File: src/afcs_pkg.sv
package afcs_pkg;

  // ==========================================================================
  // serial frame layout
  // ==========================================================================
  localparam int AFCS_FRAME_BITS = 32;            // one register write
  localparam int AFCS_HDR_BITS = 12;              // fixed header length
  localparam logic [11:0] AFCS_HDR_PATTERN = 12'h001; // eleven zeros then a one
  localparam int AFCS_ADDR_MSB = 19;              // address field in the shifted word
  localparam int AFCS_ADDR_LSB = 16;
  localparam int AFCS_DATA_MSB = 15;
  localparam int AFCS_HDR_LSB = 20;

  // ==========================================================================
  // register offsets
  // ==========================================================================
  localparam logic [3:0] AFCS_OUTPUT_CONFIG = 4'h1;
  localparam logic [3:0] AFCS_I_OFFSET_ADJUST = 4'h2;
  localparam logic [3:0] AFCS_I_FULLSCALE_ADJUST = 4'h3;
  localparam logic [3:0] AFCS_EXTENDED_CONFIG = 4'h9;
  localparam logic [3:0] AFCS_Q_OFFSET_ADJUST = 4'ha;
  localparam logic [3:0] AFCS_Q_FULLSCALE_ADJUST = 4'hb;
  localparam logic [3:0] AFCS_SAMPLE_PHASE_FINE = 4'hd;
  localparam logic [3:0] AFCS_SAMPLE_PHASE_COARSE_MID = 4'hf;

  // ==========================================================================
  // field positions
  // ==========================================================================
  localparam int AFCS_SECOND_CLOCK_DISABLE_BIT = 13;
  localparam int AFCS_DDR_CLOCK_PHASE_SEL_BIT = 11;
  localparam int AFCS_DOUBLE_RATE_DISABLE_BIT = 10;
  localparam int AFCS_OUTPUT_SWING_SEL_BIT = 9;
  localparam int AFCS_OUTPUT_EDGE_DEMUX_SEL_BIT = 8;
  localparam int AFCS_TEST_PATTERN_ENABLE_BIT = 15;
  localparam int AFCS_TRIM_DISABLE_BIT = 14;
  localparam int AFCS_INTERLEAVE_ENABLE_BIT = 13;
  localparam int AFCS_INTERLEAVE_Q_SEL_BIT = 12;  // input chosen for dual-edge sampling
  localparam int AFCS_ADJ_MSB = 15;               // nine-bit range and offset fields
  localparam int AFCS_ADJ_LSB = 7;
  localparam int AFCS_COARSE_MSB = 14;
  localparam int AFCS_COARSE_LSB = 7;
  localparam int AFCS_FINE_MSB = 15;
  localparam int AFCS_FINE_LSB = 8;

  // ==========================================================================
  // default values loaded on entry to extended mode, and strap-mode codes
  // ==========================================================================
  localparam logic [15:0] AFCS_OUTPUT_CONFIG_DEF = 16'hb2ff;
  localparam logic [15:0] AFCS_OFFSET_DEF = 16'h007f;      // no offset adjustment
  localparam logic [15:0] AFCS_FULLSCALE_DEF = 16'h807f;   // nominal mid-scale range
  localparam logic [15:0] AFCS_EXTENDED_CONFIG_DEF = 16'h03ff;
  localparam logic [15:0] AFCS_PHASE_DEF = 16'h0000;       // no phase adjustment
  localparam logic [8:0] AFCS_ADJ_NORMAL = 9'h100;         // strap normal range
  localparam logic [8:0] AFCS_ADJ_REDUCED = 9'h000;        // strap reduced range
  localparam logic [8:0] AFCS_ADJ_NONE = 9'h100;           // no offset

  // strap three-level encoding for the clocking and dual-edge pins
  typedef enum logic [1:0] {
    AFCS_TRI_LOW = 2'b00,
    AFCS_TRI_MID = 2'b01,
    AFCS_TRI_HIGH = 2'b10
  } afcs_tri_t;

  function automatic logic [8:0] afcs_adj_field(input logic [15:0] r);
    afcs_adj_field = r[AFCS_ADJ_MSB:AFCS_ADJ_LSB];
  endfunction

endpackage

File: src/afcs_control.sv
`timescale 1ns/1ns
`default_nettype none
// ============================================================================
// feature control select: registers or straps drive the datapath settings
// ============================================================================
module afcs_control
  import afcs_pkg::*;
(
  input wire logic i_ref_clk,               // 100 mhz clock
  input wire logic i_rst,                   // synchronous reset
  input wire logic i_mode_strap,            // low selects extended mode
  input wire logic [1:0] i_clocking_strap,  // three-level clocking strap
  input wire logic i_level_strap,           // swing strap
  input wire logic i_range_strap,           // range strap
  input wire logic [1:0] i_interleave_strap,// dual-edge strap
  input wire logic i_serial_clk,            // serial clock
  input wire logic i_serial_data_in,        // serial data
  input wire logic i_serial_select_n,       // serial select, active low
  output logic o_double_rate,               // ddr output clocking
  output logic o_ddr_clock_phase_sel,       // ddr phase select
  output logic o_sdr_edge_rising,           // sdr data on rising edge
  output logic o_swing_normal,              // normal lvds swing
  output logic [8:0] o_i_range,             // i channel range code
  output logic [8:0] o_q_range,             // q channel range code
  output logic [8:0] o_i_offset,            // i channel offset code
  output logic [8:0] o_q_offset,            // q channel offset code
  output logic o_interleave,                // dual-edge sampling on
  output logic o_interleave_q_sel,          // q input feeds both converters
  output logic o_test_pattern,              // test pattern on data outputs
  output logic o_output_clock_always,       // output clock runs continuously
  output logic o_non_demux,                 // non-demultiplexed output
  output logic o_second_clock,              // out-of-range pair carries clock
  output logic [7:0] o_phase_coarse_mid,    // coarse and intermediate phase
  output logic [7:0] o_phase_fine,          // fine phase
  output logic o_phase_adjust_en            // manual phase in use
);

  logic ext_mode;                            // extended control active
  logic mode_q, next_mode_q;                 // previous mode, for entry edge
  logic rx_wr;
  logic [3:0] rx_addr;
  logic [15:0] rx_data;
  logic [15:0] output_config, next_output_config;
  logic [15:0] i_offset_adjust, next_i_offset_adjust;
  logic [15:0] i_fullscale_adjust, next_i_fullscale_adjust;
  logic [15:0] extended_config, next_extended_config;
  logic [15:0] q_offset_adjust, next_q_offset_adjust;
  logic [15:0] q_fullscale_adjust, next_q_fullscale_adjust;
  logic [15:0] sample_phase_fine, next_sample_phase_fine;
  logic [15:0] sample_phase_coarse_mid, next_sample_phase_coarse_mid;
  logic s_double_rate, s_edge_rising, s_swing_normal, s_interleave;
  logic [8:0] s_range;
  logic [27:0] next_out, out_q;              // packed routed settings
  logic [8:0] next_i_range, next_q_range, next_i_offset, next_q_offset;
  logic [8:0] i_range_q, q_range_q, i_offset_q, q_offset_q;
  logic [15:0] next_phase, phase_q;

  assign ext_mode = !i_mode_strap;           // strap may change while running

  // ==========================================================================
  // serial port and strap decode
  // ==========================================================================
  afcs_serial_rx u_rx (
    .i_ref_clk(i_ref_clk),
    .i_rst(i_rst),
    .i_enable(ext_mode),
    .i_serial_clk(i_serial_clk),
    .i_serial_data_in(i_serial_data_in),
    .i_serial_select_n(i_serial_select_n),
    .o_wr(rx_wr),
    .o_addr(rx_addr),
    .o_data(rx_data)
  );

  afcs_strap_decode u_strap (
    .i_clocking_strap(i_clocking_strap),
    .i_level_strap(i_level_strap),
    .i_range_strap(i_range_strap),
    .i_interleave_strap(i_interleave_strap),
    .o_double_rate(s_double_rate),
    .o_edge_rising(s_edge_rising),
    .o_swing_normal(s_swing_normal),
    .o_range(s_range),
    .o_interleave(s_interleave)
  );

  // ==========================================================================
  // register file: defaults on entry to extended mode, then host writes
  // ==========================================================================
  // reset also loads defaults; real silicon powers up unknown in extended
  // mode, so the host must still program every register first
  always_comb begin
    next_mode_q = ext_mode;
    next_output_config = output_config;
    next_i_offset_adjust = i_offset_adjust;
    next_i_fullscale_adjust = i_fullscale_adjust;
    next_extended_config = extended_config;
    next_q_offset_adjust = q_offset_adjust;
    next_q_fullscale_adjust = q_fullscale_adjust;
    next_sample_phase_fine = sample_phase_fine;
    next_sample_phase_coarse_mid = sample_phase_coarse_mid;
    if (ext_mode && !mode_q) begin
      // moving from pin mode to extended mode loads defaults
      next_output_config = AFCS_OUTPUT_CONFIG_DEF;
      next_i_offset_adjust = AFCS_OFFSET_DEF;
      next_i_fullscale_adjust = AFCS_FULLSCALE_DEF;
      next_extended_config = AFCS_EXTENDED_CONFIG_DEF;
      next_q_offset_adjust = AFCS_OFFSET_DEF;
      next_q_fullscale_adjust = AFCS_FULLSCALE_DEF;
      next_sample_phase_fine = AFCS_PHASE_DEF;
      next_sample_phase_coarse_mid = AFCS_PHASE_DEF;
    end else if (rx_wr) begin
      // unmapped and reserved addresses are dropped
      case (rx_addr)
        AFCS_OUTPUT_CONFIG: next_output_config = rx_data;
        AFCS_I_OFFSET_ADJUST: next_i_offset_adjust = rx_data;
        AFCS_I_FULLSCALE_ADJUST: next_i_fullscale_adjust = rx_data;
        AFCS_EXTENDED_CONFIG: next_extended_config = rx_data;
        AFCS_Q_OFFSET_ADJUST: next_q_offset_adjust = rx_data;
        AFCS_Q_FULLSCALE_ADJUST: next_q_fullscale_adjust = rx_data;
        AFCS_SAMPLE_PHASE_FINE: next_sample_phase_fine = rx_data;
        AFCS_SAMPLE_PHASE_COARSE_MID: next_sample_phase_coarse_mid = rx_data;
        default: next_output_config = output_config;
      endcase
    end
  end

  always_ff @(posedge i_ref_clk) begin
    if (i_rst) begin
      mode_q <= 1'b0;
      output_config <= AFCS_OUTPUT_CONFIG_DEF;
      i_offset_adjust <= AFCS_OFFSET_DEF;
      i_fullscale_adjust <= AFCS_FULLSCALE_DEF;
      extended_config <= AFCS_EXTENDED_CONFIG_DEF;
      q_offset_adjust <= AFCS_OFFSET_DEF;
      q_fullscale_adjust <= AFCS_FULLSCALE_DEF;
      sample_phase_fine <= AFCS_PHASE_DEF;
      sample_phase_coarse_mid <= AFCS_PHASE_DEF;
    end else begin
      mode_q <= next_mode_q;
      output_config <= next_output_config;
      i_offset_adjust <= next_i_offset_adjust;
      i_fullscale_adjust <= next_i_fullscale_adjust;
      extended_config <= next_extended_config;
      q_offset_adjust <= next_q_offset_adjust;
      q_fullscale_adjust <= next_q_fullscale_adjust;
      sample_phase_fine <= next_sample_phase_fine;
      sample_phase_coarse_mid <= next_sample_phase_coarse_mid;
    end
  end

  // ==========================================================================
  // routing: straps in pin mode, registers in extended mode
  // ==========================================================================
  always_comb begin
    next_out = 28'h000_0000;
    if (ext_mode) begin
      next_out[0] = !output_config[AFCS_DOUBLE_RATE_DISABLE_BIT];
      next_out[1] = output_config[AFCS_DDR_CLOCK_PHASE_SEL_BIT];
      next_out[2] = output_config[AFCS_OUTPUT_EDGE_DEMUX_SEL_BIT];
      next_out[3] = output_config[AFCS_OUTPUT_SWING_SEL_BIT];
      next_out[4] = extended_config[AFCS_INTERLEAVE_ENABLE_BIT];
      next_out[5] = extended_config[AFCS_INTERLEAVE_Q_SEL_BIT];
      next_out[6] = extended_config[AFCS_TEST_PATTERN_ENABLE_BIT];
      next_out[7] = extended_config[AFCS_TRIM_DISABLE_BIT];
      // demux choice only means something with ddr clocking
      next_out[8] = !output_config[AFCS_DOUBLE_RATE_DISABLE_BIT] &&
                    output_config[AFCS_OUTPUT_EDGE_DEMUX_SEL_BIT];
      next_out[9] = !output_config[AFCS_SECOND_CLOCK_DISABLE_BIT];
      next_out[10] = 1'b1;
    end else begin
      next_out[0] = s_double_rate;
      next_out[1] = 1'b0;
      next_out[2] = s_edge_rising;
      next_out[3] = s_swing_normal;
      next_out[4] = s_interleave;
      next_out[5] = 1'b0;
      // test pattern, trim, demux, second clock and phase stay off
    end
  end

  // ==========================================================================
  // adjustment fields
  // ==========================================================================
  always_comb begin
    if (ext_mode) begin
      next_i_range = afcs_adj_field(i_fullscale_adjust);
      next_q_range = afcs_adj_field(q_fullscale_adjust);
      next_i_offset = afcs_adj_field(i_offset_adjust);
      next_q_offset = afcs_adj_field(q_offset_adjust);
      next_phase = {sample_phase_coarse_mid[AFCS_COARSE_MSB:AFCS_COARSE_LSB],
                    sample_phase_fine[AFCS_FINE_MSB:AFCS_FINE_LSB]};
    end else begin
      next_i_range = s_range;
      next_q_range = s_range;
      next_i_offset = AFCS_ADJ_NONE;
      next_q_offset = AFCS_ADJ_NONE;
      next_phase = 16'h0000;
    end
  end

  always_ff @(posedge i_ref_clk) begin
    if (i_rst) begin
      out_q <= 28'h000_0000;
      i_range_q <= AFCS_ADJ_NORMAL;
      q_range_q <= AFCS_ADJ_NORMAL;
      i_offset_q <= AFCS_ADJ_NONE;
      q_offset_q <= AFCS_ADJ_NONE;
      phase_q <= 16'h0000;
    end else begin
      out_q <= next_out;
      i_range_q <= next_i_range;
      q_range_q <= next_q_range;
      i_offset_q <= next_i_offset;
      q_offset_q <= next_q_offset;
      phase_q <= next_phase;
    end
  end

  assign o_double_rate = out_q[0];
  assign o_ddr_clock_phase_sel = out_q[1];
  assign o_sdr_edge_rising = out_q[2];
  assign o_swing_normal = out_q[3];
  assign o_interleave = out_q[4];
  assign o_interleave_q_sel = out_q[5];
  assign o_test_pattern = out_q[6];
  assign o_output_clock_always = out_q[7];
  assign o_non_demux = out_q[8];
  assign o_second_clock = out_q[9];
  assign o_phase_adjust_en = out_q[10];
  assign o_i_range = i_range_q;
  assign o_q_range = q_range_q;
  assign o_i_offset = i_offset_q;
  assign o_q_offset = q_offset_q;
  assign o_phase_coarse_mid = phase_q[15:8];
  assign o_phase_fine = phase_q[7:0];

endmodule
`default_nettype wire

File: src/afcs_serial_rx.sv
`timescale 1ns/1ns
`default_nettype none
// ============================================================================
// serial receiver: samples the serial clock as a plain input, shifts on its
// rising edge while enabled and select is low, and pulses a write after 32 bits with a good header
// ============================================================================
module afcs_serial_rx
  import afcs_pkg::*;
(
  input wire logic i_ref_clk,          // system clock
  input wire logic i_rst,              // synchronous reset
  input wire logic i_enable,           // port live only in extended mode
  input wire logic i_serial_clk,       // host serial clock level
  input wire logic i_serial_data_in,   // host serial data
  input wire logic i_serial_select_n,  // host select, active low
  output logic o_wr,                   // one-cycle write pulse
  output logic [3:0] o_addr,           // register address
  output logic [15:0] o_data           // register data
);

  logic sclk_q, next_sclk_q;           // previous serial clock level
  logic [31:0] shift, next_shift;      // frame shift register
  logic [5:0] count, next_count;       // bits taken in this frame
  logic wr, next_wr;
  logic [3:0] addr, next_addr;
  logic [15:0] data, next_data;
  logic [31:0] word;                   // word including the newest bit

  // ==========================================================================
  // frame assembly
  // ==========================================================================
  always_comb begin
    next_sclk_q = i_serial_clk;
    next_shift = shift;
    next_count = count;
    next_wr = 1'b0;
    next_addr = addr;
    next_data = data;
    word = {shift[30:0], i_serial_data_in};
    if (!i_enable || i_serial_select_n) begin
      // deselect abandons a partial frame
      next_count = 6'h00;
    end else if (i_serial_clk && !sclk_q) begin
      next_shift = word;                                      // msb first
      if (count == 6'(AFCS_FRAME_BITS - 1)) begin
        next_count = 6'h00;                                   // bit 33 starts anew
        // a bad header drops the frame
        if (word[31:AFCS_HDR_LSB] == AFCS_HDR_PATTERN) begin
          next_wr = 1'b1;
          next_addr = word[AFCS_ADDR_MSB:AFCS_ADDR_LSB];
          next_data = word[AFCS_DATA_MSB:0];
        end
      end else begin
        next_count = count + 6'h01;
      end
    end
  end

  always_ff @(posedge i_ref_clk) begin
    if (i_rst) begin
      sclk_q <= 1'b0;
      shift <= 32'h0000_0000;
      count <= 6'h00;
      wr <= 1'b0;
      addr <= 4'h0;
      data <= 16'h0000;
    end else begin
      sclk_q <= next_sclk_q;
      shift <= next_shift;
      count <= next_count;
      wr <= next_wr;
      addr <= next_addr;
      data <= next_data;
    end
  end

  assign o_wr = wr;
  assign o_addr = addr;
  assign o_data = data;

endmodule
`default_nettype wire

File: src/afcs_strap_decode.sv
`timescale 1ns/1ns
`default_nettype none
// ============================================================================
// strap decode: turns the pin-mode straps into the same feature settings
// the registers give in extended mode
// ============================================================================
module afcs_strap_decode
  import afcs_pkg::*;
(
  input wire logic [1:0] i_clocking_strap,  // three-level strap, afcs_tri_t code
  input wire logic i_level_strap,           // high normal swing
  input wire logic i_range_strap,           // high normal range
  input wire logic [1:0] i_interleave_strap,// mid level enables dual-edge
  output logic o_double_rate,               // ddr output clocking
  output logic o_edge_rising,               // sdr data on rising edge
  output logic o_swing_normal,              // normal lvds swing
  output logic [8:0] o_range,               // range code for both channels
  output logic o_interleave                 // dual-edge sampling on
);

  // ==========================================================================
  // decode
  // ==========================================================================
  always_comb begin
    o_double_rate = (i_clocking_strap == AFCS_TRI_MID);
    o_edge_rising = (i_clocking_strap == AFCS_TRI_HIGH);
    o_swing_normal = i_level_strap;
    o_range = i_range_strap ? AFCS_ADJ_NORMAL : AFCS_ADJ_REDUCED;
    o_interleave = (i_interleave_strap == AFCS_TRI_MID);
  end

endmodule
`default_nettype wire
File: config.mk
export PLATFORM = sky130hd
export DESIGN_NAME = afcs_control
export DESIGN_NICKNAME = d
export VERILOG_FILES = /design/src/afcs_pkg.sv /design/src/afcs_control.sv /design/src/afcs_serial_rx.sv /design/src/afcs_strap_decode.sv
export SDC_FILE = /design/constraint.sdc
export NUM_CORES = 1
export LEC_CHECK = 0
export ABC_CLOCK_PERIOD_IN_PS = 4100
export BUFFER_PORTS_ARGS = -buffer_cell sky130_fd_sc_hd__buf_4
export CAP_MARGIN = 10
export CORE_MARGIN = 2
export CORE_UTILIZATION = 55
export CTS_BUF_LIST = sky130_fd_sc_hd__clkbuf_16
export CTS_CLUSTER_SIZE = 24
export DETAILED_ROUTE_END_ITERATION = 8
export PLACE_DENSITY = 0.76
export SYNTH_ARGS = -nofsm -noshare
export SYNTH_HDL_FRONTEND = slang
export SYNTH_HIERARCHICAL = 1
export SYNTH_SLANG_ARGS = --single-unit
File: constraint.sdc
create_clock -name i_ref_clk -period 4.1 [get_ports i_ref_clk]
set_input_delay 0.205 -clock i_ref_clk [delete_from_list [all_inputs] [get_ports i_ref_clk]]
set_output_delay 0.205 -clock i_ref_clk [all_outputs]
set_load 0.005 [all_outputs]
==> results.md <==
* Layout Nets at about 700
* CP max stage delay at between 900 and 1000 ps
* CP Launch Type: input port
* DRT antenna net count at 0
* Slowest CP cell: and4bb_1
* Overall Power at 3.31 mW
* Final setup fails at 0
* Die footprint at about 0.012 mm2
* CTS Hold Bufs at 0
* Most frequent cells in the layout: dfxtp_1 (176), nand2_1 (156), mux2i_1 (75), buf_4 (74), a21oi_1 (50)
* First-pass GRT wire length at 18,900 um
* Vias in the first global route at 4,039
* RSZ-0062 raised after global routing: no
* Root Driver: clkbuf_16
* Worst reg2reg path startpoint: u_rx/sclk_q
* Max-slew headroom at 25.0%
* Syn Std Cell Area at roughly 0.0063 mm2
* Placeable Area at 0.0113 mm2
* Die span in y at 111 um
* Post-DP HPWL at 7460 um
* Clock skew at 9.63 ps
* Syn avg cell area at 9.90 um2
* Clk sinks at about 180
* Port Buffers at 74
* Clk_lat worst skew at 430 ps
* Total track usage at 19.2%
* Worst setup startpoint: i_mode_strap
* Resized cells post-CTS at 0
* Post-CTS setup repair buffer count at 0
* Most common cell after layout, fill and taps aside: dfxtp_1
* Worst-path clk slew at 60 ps
* WP buf/inv at 2
* HP Class: in -> reg
* Critical path class: in -> reg
* Synth warnings at 6
* Routed vias/inst at 4.95
* Final Non-Filler Cells at 843
* CP max FO at 32
* DR vias at 4,170
* Min cycle time layout at 2360 ps
* Drt drc at 0
* Routed WL at roughly 11,000 um
* Initial antenna violation count at 0
* CTS Buf Count at 17
* Crit-path cells: buf_4 > clkinv_1 > and4bb_1 > nand4_2 > nor2_4 > mux2i_1
* WL per Instance at roughly 14 um
* Static leakage at 3.10 nW
* Htree depth at 4
* Worst Hold Margin at 25.7 ps
* Worst EP required at 4450 ps
* Starting Density at 55.7%
* Total congestion overflow at 0
* Clk buf depth at 2
* Nature of the critical path endpoint: flop
* Die W at about 110 um
* GPL Wtd Cong at between 0.7 and 0.8
* Fraction of layout cells with a size suffix above 1 at 16.0%
* Peak VDD IR at 300 uV
* Final setup TNS at 0 ps
* Diode count at 0
* Std cell rows at 39
* Slew @ Worst Pin at about 1100 ps
* Final Cycle Share at 57.7%
* Area delta synth->final at 15.6%
* CTS tree: built
* Hold wc startpoint: i_level_strap
* # fillers at between 900 and 1,000
* FMAX at 423 MHz
* Dpl cells at 812
* Mapped Cells at 637
* Power Density at between 400 and 500 mW/mm2
* Max-Cap Viols at 0
* Router iterations before antenna repair at 4
* Initial DRC Count at 203
* Crit path max-delay family: simple AND/OR/NAND/NOR gates
* Largest net degree at the start of global routing at 89
* Final hold violations at 0
* Final Max Tran Viols at 0
* CP Data Arrival Time at 2720 ps
* I/O pin cnt at 75
* Status: complete, no violations
-- worst min-delay path, stage by stage --
cell and delay (ps):
buf_4 80, mux2i_1 60, nor2_1 80
-- per-stage QoR --
stage,setup WS (ps),utilization [%],instance area (um2)
floorplan,2490,-,6330
global placement,1440,59.5,6740
detailed placement,1350,59.5,6740
CTS,1770,64.4,7290
global route,1490,64.4,7290
finish,1740,64.4,7290
-- flip-flops by register name, summed over array words and instances, names as in the netlist, 4 cells and up --
| name | count |
|---|---|
| o_i_offset | 9 |
| q_offset_adjust | 9 |
| o_q_offset | 9 |
| u_rx/shift | 31 |
| i_offset_adjust | 9 |
| sample_phase_fine | 8 |
| u_rx/count | 6 |
| i_fullscale_adjust | 9 |
| o_q_range | 9 |
| q_fullscale_adjust | 9 |
| u_rx/o_data | 9 |
| extended_config | 4 |
| out_q | 10 |
| phase_q | 16 |
| u_rx/o_addr | 4 |
| sample_phase_coarse_mid | 8 |
| output_config | 5 |
| o_i_range | 9 |
-- layer usage --
metal  wire length, um  GRT usage (%)  up-vias
met1              5150           22.8     1916
met3               502           5.85       20
met2              5600           31.9       83
li1                  -              -     2151
met5                 0              0        -
met4               233           9.05        0
-- area by class of cell --
class | count | area (um2) | area share [%]
clock buffers | 17 | 425 | 5.83
clock inverters | 14 | 126 | 1.73
inverters | 4 | 15.0 | 0.206
multi-input cells | 415 | 2470 | 33.8
flip-flops and latches | 176 | 3520 | 48.3
well taps | 143 | 179 | 2.45
repair buffers | 74 | 556 | 7.62
-- final timing paths --
check / endpoint / slack (ps) / cells past startpoint
hold / removal: out_q[3] / 30 / 3
hold reg to reg: out_q[9] / 440 / 1
setup / recovery: u_rx/o_data[12] / 1740 / 6
setup reg to reg: u_rx/o_data[12] / 1770 / 4
-- power breakdown --
| part | internal [mW] | total, mW | leakage (nW) | switching (mW) |
|---|---|---|---|---|
| clock | 0.878 | 1.50 | 0.270 | 0.620 |
| sequential | 1.72 | 1.73 | 1.42 | 0.00386 |
| combinational | 0.0335 | 0.0900 | 1.41 | 0.0565 |
| total | 2.63 | 3.31 | 3.10 | 0.681 |
Note: power is estimated with default switching activity, not from simulation.
